**src/core/lcd_mux_pkg.sv**
```systemverilog
// Shared constants, types and decoders for the segment LCD multiplexer
package lcd_mux_pkg;

  localparam int SEG_COUNT = 160;
  localparam int ROW_COUNT = 4;
  localparam int COL_AW    = 8;

  typedef logic [1:0] level_t;

  // Drive levels: Vss, lower mid (1/3, or 1/2 in half bias), upper mid (2/3), Vlcd
  localparam level_t LVL_VSS  = 2'h0;
  localparam level_t LVL_LOW  = 2'h1;
  localparam level_t LVL_HIGH = 2'h2;
  localparam level_t LVL_VLCD = 2'h3;
  localparam level_t IDLE_LEVEL = LVL_VLCD;

  typedef enum logic [3:0] {
    DRV_STATIC = 4'h1,
    DRV_MUX2   = 4'h2,
    DRV_MUX3   = 4'h4,
    DRV_MUX4   = 4'h8
  } drive_mode_t;

  // Mode selection codes on the mode_sel input
  localparam logic [1:0] SEL_MUX4   = 2'h0;
  localparam logic [1:0] SEL_STATIC = 2'h1;
  localparam logic [1:0] SEL_MUX2   = 2'h2;
  localparam logic [1:0] SEL_MUX3   = 2'h3;

  localparam drive_mode_t RST_MODE      = DRV_MUX4;
  localparam logic        RST_BIAS_HALF = 1'b0;
  localparam logic        RST_ENABLE    = 1'b0;
  localparam logic [3:0]  RST_RAM_WORD  = 4'h0;

  function automatic drive_mode_t decode_mode(input logic [1:0] sel);
    case (sel)
      SEL_STATIC: decode_mode = DRV_STATIC;
      SEL_MUX2:   decode_mode = DRV_MUX2;
      SEL_MUX3:   decode_mode = DRV_MUX3;
      default:    decode_mode = DRV_MUX4;
    endcase
  endfunction

  function automatic logic [1:0] last_row(input drive_mode_t m);
    case (m)
      DRV_STATIC: last_row = 2'h0;
      DRV_MUX2:   last_row = 2'h1;
      DRV_MUX3:   last_row = 2'h2;
      default:    last_row = 2'h3;
    endcase
  endfunction

endpackage

```
**src/core/lcd_display_ram.sv**
```systemverilog
// Static 160 x 4 display memory with a column write port
`timescale 1ns/1ps
`default_nettype none
module lcd_display_ram
  import lcd_mux_pkg::*;
(
  input  wire logic                            mclk,
  input  wire logic                            rst_n,
  input  wire logic                            wr_en,
  input  wire logic [COL_AW-1:0]               wr_col,
  input  wire logic [ROW_COUNT-1:0]            wr_data,
  output logic      [SEG_COUNT-1:0][ROW_COUNT-1:0] ram_image
);
  logic [SEG_COUNT-1:0][ROW_COUNT-1:0] mem_r;
  logic [SEG_COUNT-1:0][ROW_COUNT-1:0] mem_nxt;

  // Column addresses past the last column are dropped
  always_comb begin
    mem_nxt = mem_r;
    if (wr_en && (wr_col < COL_AW'(SEG_COUNT))) begin
      mem_nxt[wr_col] = wr_data;
    end
  end

  always_ff @(posedge mclk) begin
    if (!rst_n) begin
      mem_r <= {SEG_COUNT{RST_RAM_WORD}};
    end else begin
      mem_r <= mem_nxt;
    end
  end

  assign ram_image = mem_r;

  a_ram_write: assert property (@(posedge mclk) disable iff (!rst_n)
    (wr_en && wr_col < COL_AW'(SEG_COUNT)) |=> mem_r[$past(wr_col)] == $past(wr_data))
    else $error("display memory write lost");
endmodule
`default_nettype wire

```
**src/core/lcd_backplane_segment_mux.sv**
```systemverilog
// Backplane and segment drive level generator for a multiplexed segment LCD
//
// Functional notes
// Drive outputs from latched display register copy
// Levels follow drive mode and bias option
// Exactly four backplane outputs, mode dependent
// Static mode: all backplanes identical
// Two-row mode, half or third bias
// Two-row: pairs 0/2 and 1/3 identical
// Three-row mode sequences three phases
// Three-row: backplane 3 copies backplane 1
// Four-row mode: four distinct phases
// Half bias optional in three/four-row modes
// Duplicate backplane pin groups, same waveform
// 160 segment outputs numbered from zero
// Segment combines phase with held data
// Display memory 160 columns by 4 bits
// Memory column maps to same segment
// Memory row maps to same backplane
// One means element on, zero off
// Row n data shown in slot n
// Reset selects four-row, third bias
// Reset clears display enable
// Disabled: idle outputs, sequencing suspended
`timescale 1ns/1ps
`default_nettype none
module lcd_backplane_segment_mux
  import lcd_mux_pkg::*;
(
  input  wire logic                                 mclk,
  input  wire logic                                 rst_n,
  input  wire logic                                 slot_tick,
  input  wire logic                                 mode_load,
  input  wire logic [1:0]                           mode_sel,
  input  wire logic                                 bias_half,
  input  wire logic                                 display_en,
  input  wire logic                                 wr_en,
  input  wire logic [lcd_mux_pkg::COL_AW-1:0]       wr_col,
  input  wire logic [lcd_mux_pkg::ROW_COUNT-1:0]    wr_data,
  output lcd_mux_pkg::level_t                       backplane_out_0,
  output lcd_mux_pkg::level_t                       backplane_out_1,
  output lcd_mux_pkg::level_t                       backplane_out_2,
  output lcd_mux_pkg::level_t                       backplane_out_3,
  output lcd_mux_pkg::level_t                       backplane_dup_0,
  output lcd_mux_pkg::level_t                       backplane_dup_1,
  output lcd_mux_pkg::level_t                       backplane_dup_2,
  output lcd_mux_pkg::level_t                       backplane_dup_3,
  output logic [lcd_mux_pkg::SEG_COUNT-1:0][1:0]    segment_outputs,
  output logic [1:0]                                active_row,
  output lcd_mux_pkg::drive_mode_t                  drive_mode
);
  import lcd_mux_pkg::*;

  // Backplane level: active row gets full swing, others sit on a mid level
  function automatic level_t bp_level(input logic act, input logic hf, input logic half_b);
    if (act) begin
      bp_level = hf ? LVL_VSS : LVL_VLCD;
    end else if (half_b) begin
      bp_level = LVL_LOW;
    end else begin
      bp_level = hf ? LVL_HIGH : LVL_LOW;
    end
  endfunction

  // Segment level: on is antiphase to the active backplane, off is in phase
  function automatic level_t seg_level(input logic on, input logic hf, input logic two_lvl);
    if (on) begin
      seg_level = hf ? LVL_VLCD : LVL_VSS;
    end else if (two_lvl) begin
      seg_level = hf ? LVL_VSS : LVL_VLCD;
    end else begin
      seg_level = hf ? LVL_LOW : LVL_HIGH;
    end
  endfunction

  logic [SEG_COUNT-1:0][ROW_COUNT-1:0] ram_image;

  // display memory
  lcd_display_ram u_ram (
    .mclk      (mclk),
    .rst_n     (rst_n),
    .wr_en     (wr_en),
    .wr_col    (wr_col),
    .wr_data   (wr_data),
    .ram_image (ram_image)
  );

  // Configuration group
  drive_mode_t mode_r;
  drive_mode_t mode_nxt;
  logic        half_bias_r;
  logic        half_bias_nxt;
  logic        en_r;
  logic        en_nxt;

  // mode command latch
  always_comb begin
    mode_nxt      = mode_r;
    half_bias_nxt = half_bias_r;
    en_nxt        = en_r;
    if (mode_load) begin
      mode_nxt      = decode_mode(mode_sel);
      half_bias_nxt = bias_half;
      en_nxt        = display_en;
    end
  end

  // reset configuration
  always_ff @(posedge mclk) begin
    if (!rst_n) begin
      mode_r      <= RST_MODE;
      half_bias_r <= RST_BIAS_HALF;
      en_r        <= RST_ENABLE;
    end else begin
      mode_r      <= mode_nxt;
      half_bias_r <= half_bias_nxt;
      en_r        <= en_nxt;
    end
  end

  // Sequencer group: row slot and the inverted half of each slot
  logic [1:0] row_r;
  logic [1:0] row_nxt;
  logic       hf_r;
  logic       hf_nxt;
  logic       frame_wrap;
  logic       load_frame;
  logic [SEG_COUNT-1:0][ROW_COUNT-1:0] hold_r;
  logic [SEG_COUNT-1:0][ROW_COUNT-1:0] hold_nxt;

  assign frame_wrap = en_r && slot_tick && hf_r && (row_r >= last_row(mode_r));
  assign load_frame = !en_r || frame_wrap;

  // slot sequencing
  always_comb begin
    row_nxt = row_r;
    hf_nxt  = hf_r;
    if (!en_r || mode_load) begin
      row_nxt = 2'h0;
      hf_nxt  = 1'b0;
    end else if (slot_tick) begin
      hf_nxt = !hf_r;
      if (hf_r) begin
        row_nxt = (row_r >= last_row(mode_r)) ? 2'h0 : row_r + 2'h1;
      end
    end
  end

  // display register
  always_comb begin
    hold_nxt = load_frame ? ram_image : hold_r;
  end

  always_ff @(posedge mclk) begin
    if (!rst_n) begin
      row_r  <= 2'h0;
      hf_r   <= 1'b0;
      hold_r <= {SEG_COUNT{RST_RAM_WORD}};
    end else begin
      row_r  <= row_nxt;
      hf_r   <= hf_nxt;
      hold_r <= hold_nxt;
    end
  end

  // Output group; registered, so pins trail the sequencer by one cycle
  level_t [ROW_COUNT-1:0] bp_r;
  level_t [ROW_COUNT-1:0] bp_nxt;
  level_t [ROW_COUNT-1:0] dup_r;
  logic   [SEG_COUNT-1:0][1:0] seg_r;
  logic   [SEG_COUNT-1:0][1:0] seg_nxt;
  logic   [ROW_COUNT-1:0] bp_act;
  logic                   two_lvl;

  // active backplane per mode
  always_comb begin
    bp_act = 4'h0;
    case (mode_r)
      DRV_STATIC: bp_act = 4'hf;
      DRV_MUX2:   bp_act = (row_r == 2'h0) ? 4'h5 : 4'ha;
      DRV_MUX3: begin
        case (row_r)
          2'h0:    bp_act = 4'h1;
          2'h1:    bp_act = 4'ha;
          default: bp_act = 4'h4;
        endcase
      end
      default: bp_act = 4'h1 << row_r;
    endcase
  end

  // Static and half bias segments only swing between the rails
  assign two_lvl = (mode_r == DRV_STATIC) || half_bias_r;

  // level selection
  always_comb begin
    bp_nxt  = {ROW_COUNT{IDLE_LEVEL}};
    seg_nxt = {SEG_COUNT{IDLE_LEVEL}};
    if (en_r) begin
      for (int b = 0; b < ROW_COUNT; b++) begin
        bp_nxt[b] = bp_level(bp_act[b], hf_r, half_bias_r && mode_r != DRV_STATIC);
      end
      for (int s = 0; s < SEG_COUNT; s++) begin
        seg_nxt[s] = seg_level(hold_r[s][row_r], hf_r, two_lvl);
      end
    end
  end

  always_ff @(posedge mclk) begin
    if (!rst_n) begin
      bp_r  <= {ROW_COUNT{IDLE_LEVEL}};
      dup_r <= {ROW_COUNT{IDLE_LEVEL}};
      seg_r <= {SEG_COUNT{IDLE_LEVEL}};
    end else begin
      bp_r  <= bp_nxt;
      dup_r <= bp_nxt;
      seg_r <= seg_nxt;
    end
  end

  // pin groups
  assign backplane_out_0 = bp_r[0];
  assign backplane_out_1 = bp_r[1];
  assign backplane_out_2 = bp_r[2];
  assign backplane_out_3 = bp_r[3];
  assign backplane_dup_0 = dup_r[0];
  assign backplane_dup_1 = dup_r[1];
  assign backplane_dup_2 = dup_r[2];
  assign backplane_dup_3 = dup_r[3];
  assign segment_outputs = seg_r;
  assign active_row      = row_r;
  assign drive_mode      = mode_r;

  // Count of backplanes at a rail level, used by the four-row check
  logic [2:0] rail_cnt;
  always_comb begin
    rail_cnt = 3'h0;
    for (int b = 0; b < ROW_COUNT; b++) begin
      if (bp_r[b] == LVL_VSS || bp_r[b] == LVL_VLCD) begin
        rail_cnt = rail_cnt + 3'h1;
      end
    end
  end

  a_reset_config: assert property (@(posedge mclk) disable iff (!rst_n)
    $rose(rst_n) |-> (mode_r == DRV_MUX4 && !half_bias_r && !en_r))
    else $error("reset configuration wrong");

  a_idle_outputs: assert property (@(posedge mclk) disable iff (!rst_n)
    (!en_r) |=> (bp_r == {ROW_COUNT{IDLE_LEVEL}} && seg_r[0] == IDLE_LEVEL
                 && seg_r[SEG_COUNT-1] == IDLE_LEVEL))
    else $error("outputs not idle while disabled");

  a_seq_suspend: assert property (@(posedge mclk) disable iff (!rst_n)
    (!en_r && !mode_load) [*2] |-> (row_r == 2'h0 && !hf_r))
    else $error("sequencer runs while disabled");

  a_static_same: assert property (@(posedge mclk) disable iff (!rst_n)
    (en_r && mode_r == DRV_STATIC) |=> (bp_r[0] == bp_r[1] && bp_r[1] == bp_r[2]
                                         && bp_r[2] == bp_r[3]))
    else $error("static backplanes differ");

  a_mux2_pairs: assert property (@(posedge mclk) disable iff (!rst_n)
    (en_r && mode_r == DRV_MUX2) |=> (bp_r[0] == bp_r[2] && bp_r[1] == bp_r[3]
                                       && bp_r[0] != bp_r[1]))
    else $error("two-row backplane pairing wrong");

  a_mux3_copy: assert property (@(posedge mclk) disable iff (!rst_n)
    (en_r && mode_r == DRV_MUX3) |=> (bp_r[3] == bp_r[1]))
    else $error("three-row backplane copy wrong");

  a_mux4_one: assert property (@(posedge mclk) disable iff (!rst_n)
    (en_r && mode_r == DRV_MUX4 && !half_bias_r) |=> (rail_cnt == 3'h1))
    else $error("four-row needs one active backplane");

  a_dup_match: assert property (@(posedge mclk) disable iff (!rst_n)
    (bp_r == dup_r))
    else $error("duplicate backplane pins differ");

  a_row_bound: assert property (@(posedge mclk) disable iff (!rst_n)
    (row_r <= last_row(mode_r)) or $past(mode_load))
    else $error("row slot beyond mode");

  a_hold_stable: assert property (@(posedge mclk) disable iff (!rst_n)
    (!load_frame) |=> $stable(hold_r))
    else $error("display register changed mid frame");

  a_seg_data: assert property (@(posedge mclk) disable iff (!rst_n)
    (en_r && !hf_r) |=> (segment_outputs[0] ==
      ($past(hold_r[0][row_r]) ? LVL_VSS : ($past(two_lvl) ? LVL_VLCD : LVL_HIGH))))
    else $error("segment level does not match held data");

  c_static_frame: cover property (@(posedge mclk) disable iff (!rst_n)
    frame_wrap && mode_r == DRV_STATIC);
  c_mux2_frame: cover property (@(posedge mclk) disable iff (!rst_n)
    frame_wrap && mode_r == DRV_MUX2);
  c_mux3_frame: cover property (@(posedge mclk) disable iff (!rst_n)
    frame_wrap && mode_r == DRV_MUX3);
  c_mux4_half: cover property (@(posedge mclk) disable iff (!rst_n)
    frame_wrap && mode_r == DRV_MUX4 && half_bias_r);
endmodule
`default_nettype wire

```
**config.mk**
```make
export PLATFORM = sky130hd
export DESIGN_NAME = lcd_backplane_segment_mux
export DESIGN_NICKNAME = d
export VERILOG_FILES = /design/src/core/lcd_mux_pkg.sv /design/src/core/lcd_display_ram.sv /design/src/core/lcd_backplane_segment_mux.sv
export SDC_FILE = /design/constraint.sdc
export NUM_CORES = 2
export LEC_CHECK = 0
export BUFFER_PORTS_ARGS = -buffer_cell sky130_fd_sc_hd__buf_2
export CORE_MARGIN = 1.5
export CORE_UTILIZATION = 45
export DETAILED_ROUTE_END_ITERATION = 6
export SLEW_MARGIN = 20
export SYNTH_ARGS = -nofsm -noshare
export SYNTH_HDL_FRONTEND = slang
export SYNTH_SLANG_ARGS = --single-unit
```
**constraint.sdc**
```tcl
create_clock -name mclk -period 5.29 [get_ports mclk]
set_input_delay 1.058 -clock mclk [delete_from_list [all_inputs] [get_ports mclk]]
set_output_delay 1.058 -clock mclk [all_outputs]
set_load 0.05 [all_outputs]
```
# --- Word-level counts from Yosys, hierarchy flattened ---
# Index checks and enable logic that the tools add are counted.
classes:
  add_sub_neg: 1
  mul: 0
  n_div: 0
  n_lt_le_gt_ge: 6
  n_eq_ne: 8
  shifts: 1
  n_mux: 502
  bitwise: 1
  n_reduce_logical: 15
ops:
  columns: ["op", "n"]
  rows:
  - ["bitwise mux 640 bit", 1]
  - ["two-way mux 2 bit", 174]
  - ["binary-select mux 1 bit (select 2 bit)", 160]
  - ["two-way mux 1 bit", 160]
  - ["demux 4 bit (select 8 bit)", 1]
  - ["case mux 4 bit (3 select lines)", 2]
  - ["less-than comparator 8 x 9 -> 1 bit (second input constant)", 1]
  - ["greater-or-equal comparator 8 x 1 -> 1 bit (second input constant)", 1]
  - ["less-than comparator 8 bit (second input constant)", 1]
  - ["two-way mux 4 bit", 2]
  - ["case mux 4 bit (2 select lines)", 1]
  - ["logical AND 1 bit", 6]
  - ["case mux 2 bit (3 select lines)", 1]
  - ["== test 2 x 1 -> 1 bit (second input constant)", 2]
  - ["== test 2 bit (second input constant)", 2]
  - ["== test 4 x 1 -> 1 bit (second input constant)", 1]
  - ["== test 4 x 2 -> 1 bit (second input constant)", 1]
  - ["== test 4 x 3 -> 1 bit (second input constant)", 1]
  - ["greater-or-equal comparator 2 bit", 2]
  - ["inequality test 4 x 1 -> 1 bit (second input constant)", 1]
  - ["AND reduction 2 bit", 2]
  - ["left shift 1 x 2 -> 4 bit (first input constant)", 1]
  - ["logical OR 1 bit", 3]
  - ["less-than comparator 2 x 3 -> 1 bit (second input constant)", 1]
  - ["other kinds (5)", 6]
word_totals:
  regBits: 1617
  latch_bits: 0
  ramBits: 0
  rom_bits: 0
  in_bits: 21
  n_memories: 0

# --- Depth between registers and ports, before layout ---
depth:
  ltp_word: 7
  mapped_depth: 13

# --- Modules after synthesis ---
# Synthesis repeated with hierarchy kept, for this count alone.
hier_totals:
  cells_unflattened: 6636
  hier_area_um2: 64119.0
modules_own_cells:
  columns: ["module", "instances", "cells_per_inst", "area_each_um2", "seq_area_each_um2"]
  rows:
  - ["lcd_backplane_segment_mux", 1, 4322, 39705.6, 19558.8]
  - ["lcd_display_ram", 1, 2314, 24413.4, 12812.3]

# --- Worst setup path after synthesis ---
# No wires, ideal clock.
synth_path:
  path_kind: "reg2reg"
  startpoint: "register row_r[0] (netlist: active_row[0])"
  endpoint: "register hold_r[0] in the netlist's numbering"
  setup_ps: 76
  t_arrival_ps: 3256
  path_slack_ps: 1958
  stages_incl_launch_ff: 14
  n_path_buf: 6
  path_cell_list: "dfxtp_1 > clkbuf_1 > clkbuf_1 > buf_2 > inv_1 > ha_1 > nand2b_1 > a21oi_1 > o21a_1 > buf_2 > clkbuf_1 > clkbuf_1 > nand2_1 > a21boi_0"
synth_between:
  elab_chain_cells: 3
synth_rtl:
  columns: ["element", "line_no", "source"]
  rows:
  - ["start: declaration", "lcd_backplane_segment_mux.sv:122", "logic [1:0] row_r;"]
  - ["start signal: assignment", "lcd_backplane_segment_mux.sv:160", "row_r <= row_nxt;"]
  - ["greater-or-equal comparator 2 bit", "lcd_backplane_segment_mux.sv:131", "assign frame_wrap = en_r && slot_tick && hf_r && (row_r >= last_row(mode_r));"]
  - ["logical AND 1 bit", "lcd_backplane_segment_mux.sv:131", null]
  - ["logical OR 1 bit", "lcd_backplane_segment_mux.sv:132", "assign load_frame = !en_r || frame_wrap;"]
  - ["end signal: assignment", "lcd_backplane_segment_mux.sv:158", "hold_r <= {SEG_COUNT{RST_RAM_WORD}};"]
  - ["end signal: assignment", "lcd_backplane_segment_mux.sv:162", "hold_r <= hold_nxt;"]
  - ["end: declaration", "lcd_backplane_segment_mux.sv:128", "logic [SEG_COUNT-1:0][ROW_COUNT-1:0] hold_r;"]
# No other way between the ends.
# A chain may end at the register's enable or synchronous reset.

# --- Final worst setup path ---
layout_path:
  startpoint: "register row_r[1] (netlist: active_row[1])"
  endpoint: "output active_row[1]"
layout_lines:
  columns: ["element", "line_no", "source"]
  rows:
  - ["end: declaration", "lcd_backplane_segment_mux.sv:49", "output logic [1:0] active_row,"]
# No word-level cell between the ends.

==> impl.org <==
** STA
- Number of endpoints with negative hold slack in the final report :: 0
- At the pin with the least slew margin, the transition time is 1160 ps.
- Minimum clock period :: 3680 ps
- The number of max-slew violations in the final report was 0.
- Setup violators final :: 0
- For the final database, setup skew stands at 20.6 ps.
- RSZ-0062 raised after global routing :: false
- Post-Route Hold Slack :: 449 ps
- Setup total negative slack on the finished layout was measured at 0 ps.
- Final WS setup :: 1610 ps
- Measured against its own limit, the worst slew margin works out to 22.0%.
- Static timing analysis puts the maximum clock frequency at 271 MHz.
- Final critical-path share of the clock period :: 69.6%

** Setup path
- The largest individual stage delay along the critical path comes from the cell sky130_fd_sc_hd__dfxtp_4.
- Worst path arrival time :: 2630 ps
- The signal on the critical path passes through buf_4 -> buf_2.
- The worst setup path is captured at an output port.
- The worst setup path is of the reg -> out kind.
- Crit Path Max Fanout :: 51
- Delay of the slowest cell on the worst path :: 990 ps
- The worst setup path is launched from a register.
- Required time reported for the critical path endpoint :: 4230 ps

** Power
- Cell Pwr Density :: 368 nW/um^2
- Peak supply drop :: 0.283 mV
- The analysis attributes to cell leakage a power of 22.3 nW.
- Final total power :: 0.0254 W

** Floorplanning
- FP Rows :: 134
- Die Wd :: 369 microns
- 363 I/O pins were placed.
- Area enclosed by the die boundary :: 136000 sq um
- For this configuration, the core starts out at a cell density of 45.3%.
- Vert. Die Dim :: 369 microns
- The region available for standard cell placement spans 133000 sq um.

** Clocking
- CTS built an H-tree with a depth of 4.
- Once the clock tree was built, the setup fixing pass inserted 0 buffers.
- Register clock-pin slew on the reported worst setup and hold paths :: 60 ps
- Clock tree synthesis inserted a total of 168 buffers.
- Clock latency at the later pin of the worst-skew pair :: 800 ps
- Number of resized instances in the post-cts repair step :: 0
- Max clock buf depth :: 3
- Clock sinks :: 1617
- TritonCTS built the clock tree.
- The root buffer cell chosen for the clock tree is sky130_fd_sc_hd__clkbuf_16.
- Hold buffer count at CTS :: 0

** Placed design
- Final GP Congestion :: 0.744
- Number of buffers inserted by port buffering :: 362
- Detailed placement finished with a half-perimeter wire length of 91300 microns.
- Setup WS pre-CTS :: 1620 ps

** Detailed routing
- DRT Pass-1 Iters :: 6
- Via count :: 45900
- Vias per Instance :: 5.32
- The detailed router finished its first iteration with 3564 violations.
- In the routed design, unresolved DRC markers number 0.
- Detailed-route wire length per cell :: 18.0 microns
- The count of nets left with antenna violations once routing finished came out at 0.
- Final wirelength :: 155000 microns

** Global routing
- First-pass GRT wire length :: 243000 microns
- Via count of the first global-routing pass :: 42800
- Overall overflow remaining after global route :: 0
- Number of antenna violations at the first check in global routing :: 5
- Global routing used 22.3% of the available tracks.
- Largest net degree at the start of global routing :: 240

** Yosys
- For this run, the register share of the synthesized area comes to 53.6%.
- Yosys printed 0 warnings.
- After technology mapping, the gate count stands at 6626.
- After synthesis, the cell types taking the most area are sky130_fd_sc_hd__dfxtp_1 54%, sky130_fd_sc_hd__nand2_1 9.5%, sky130_fd_sc_hd__a21boi_0 8.0%.
- Summed over all instances, the cell type with the most area after synthesis is sky130_fd_sc_hd__dfxtp_1.
- Count of state elements after synthesis :: 1617
- Yosys cell types :: 44
- Synthesized netlist net count :: 6654
- Counting flops with a built-in enable in the synthesized netlist gives 0.
- Summed over its instances, the top area cell type makes up 53.6% of the synthesized netlist area.
- The synthesized netlist occupies a cell area of 60400 sq um.
- Share of flip-flops with an asynchronous set or reset after synthesis :: 0%
- A synthesized cell averages 9.11 sq um.
- In the synthesized netlist the dominant register cell turns out to be sky130_fd_sc_hd__dfxtp_1.

** Cells and area
- Of the cells placed in the final design, the portion with a size suffix greater than 1 is 13.4%.
- Area growth from synthesis to final layout :: 14.5%
- Fin util :: 51.9%
- The layout has 12400 filler cells.
- The final layout contains 6724 nets.

** Status
- The run finished with clean final reports.

** Hold path
- The tightest min-delay check is of the reg -> reg type.

** Flow run
- Number of maximum-capacitance constraint violations :: 0
report_power, final:
part / internal, W / switching (W) / total, W / leakage, nW
registers: 0.0122 / 0.0000251 / 0.0123 / 13.1
clock network: 0.00716 / 0.00493 / 0.0121 / 2.81
logic: 0.000248 / 0.000855 / 0.00110 / 6.39
cell families (layout without fill, tap and decap cells):
family / Yosys count / count (layout) / share of synthesized area [%]
multiplexers: 162 / 162 / 6.00
AND/OR/NAND/NOR: 2647 / 2647 / 19.3
XOR/XNOR: 165 / 165 / 2.39
buffers and inverters: 564 / 776 / 3.75
flip-flops: 1617 / 1617 / 53.6
AO/OA/AOI/OAI: 1464 / 1464 / 14.8
adder cells (fa/ha/maj): 7 / 7 / 0.145
other: 0 / 7 / 0
through the flow:
stage / std cells / instance area (sq um)
after detailed placement: 8294 / 63400
final: 8613 / 69100
after CTS: 8606 / 69100
after floorplan: 6626 / 60400
after global routing: 8606 / 69100
after global placement: 8294 / 63300
cells in the final DEF (no fill, tap or decap), types with 3 or more instances in the layout:
cell type,netlist,routed
sky130_fd_sc_hd__a21boi_0,641,641
sky130_fd_sc_hd__and2_1,7,6
sky130_fd_sc_hd__buf_12,0,27
sky130_fd_sc_hd__buf_2,88,361
sky130_fd_sc_hd__buf_4,8,70
sky130_fd_sc_hd__bufinv_16,0,9
sky130_fd_sc_hd__clkbuf_1,413,49
sky130_fd_sc_hd__clkbuf_16,0,170
sky130_fd_sc_hd__clkbuf_8,0,54
sky130_fd_sc_hd__clkinv_2,0,13
sky130_fd_sc_hd__clkinv_8,0,5
sky130_fd_sc_hd__clkinvlp_4,0,3
sky130_fd_sc_hd__dfxtp_1,1617,1614
sky130_fd_sc_hd__dfxtp_4,0,3
sky130_fd_sc_hd__diode_2,0,7
sky130_fd_sc_hd__ha_1,7,7
sky130_fd_sc_hd__inv_1,4,4
sky130_fd_sc_hd__inv_6,0,5
sky130_fd_sc_hd__mux4_2,160,160
sky130_fd_sc_hd__nand2_1,1535,1531
sky130_fd_sc_hd__nand2_4,0,4
sky130_fd_sc_hd__nand2b_1,8,8
sky130_fd_sc_hd__nand3_1,886,886
sky130_fd_sc_hd__nor2_1,10,7
sky130_fd_sc_hd__nor2_4,0,3
sky130_fd_sc_hd__nor2b_1,4,4
sky130_fd_sc_hd__nor3_1,14,11
sky130_fd_sc_hd__nor3_2,4,7
sky130_fd_sc_hd__nor4_2,1,4
sky130_fd_sc_hd__o21ai_0,794,793
sky130_fd_sc_hd__o21ai_1,18,18
sky130_fd_sc_hd__or3_1,161,161
sky130_fd_sc_hd__xnor2_1,165,165
critical path, delay by kind of cell (launching register included):
kind	cells	cell delay, ps
DFF	1	990
buffers and inverters	2	810
path summary, 6_finish.rpt:
| check | startpoint | to | slack (ps) | cells after the start |
|---|---|---|---|---|
| hold / removal | u_ram.ram_image[347] | hold_r[347] | 450 | 2 |
| hold reg to reg | u_ram.ram_image[347] | hold_r[347] | 450 | 2 |
| setup reg to reg | drive_mode[2] | hold_r[124] | 1890 | 9 |
| setup / recovery | active_row[1] | active_row[1] | 1610 | 2 |
registers in the layout, indices dropped and copies added, names as in the netlist:
| signal | cells |
|---|---|
| active_row | 2 |
| drive_mode | 4 |
| segment_outputs | 320 |
| hold_r | 640 |
| hf_r | 1 |
| u_ram.ram_image | 640 |
| backplane_dup_3 | 2 |
| backplane_dup_2 | 2 |
| backplane_dup_1 | 2 |
| en_r | 1 |
| backplane_dup_0 | 2 |
| half_bias_r | 1 |
synth_stat cells, types with 14 or more instances:
cell                       count
sky130_fd_sc_hd__nor3_1       14
sky130_fd_sc_hd__o21ai_1      18
sky130_fd_sc_hd__mux4_2      160
sky130_fd_sc_hd__buf_2        88
sky130_fd_sc_hd__buf_1        49
sky130_fd_sc_hd__dfxtp_1    1617
sky130_fd_sc_hd__xnor2_1     165
sky130_fd_sc_hd__o21ai_0     794
sky130_fd_sc_hd__nand3_1     886
sky130_fd_sc_hd__or3_1       161
sky130_fd_sc_hd__nand2_1    1535
sky130_fd_sc_hd__a21boi_0    641
sky130_fd_sc_hd__clkbuf_1    413
cell type report:
cell class / instances / area, sq um / area share, %
clock buffers: 273 / 5180 / 7.50
diodes: 7 / 17.5 / 0.0253
inverters: 5 / 26.3 / 0.0380
multi-input cells: 4445 / 25800 / 37.4
flip-flops and latches: 1617 / 32400 / 46.8
well taps: 1768 / 2210 / 3.20
repair buffers: 459 / 2890 / 4.18
clock inverters: 39 / 572 / 0.827
routing by layer:
layer | vias up | track usage, % | wire length (microns)
met4 | 2 | 5.81 | 2970
met1 | 22000 | 31.0 | 73300
li1 | 22800 | - | -
met3 | 199 | 3.87 | 7770
met5 | - | 0 | 12
met2 | 845 | 35.8 | 70900
No activity file was read; power rests on OpenSTA's default activity.
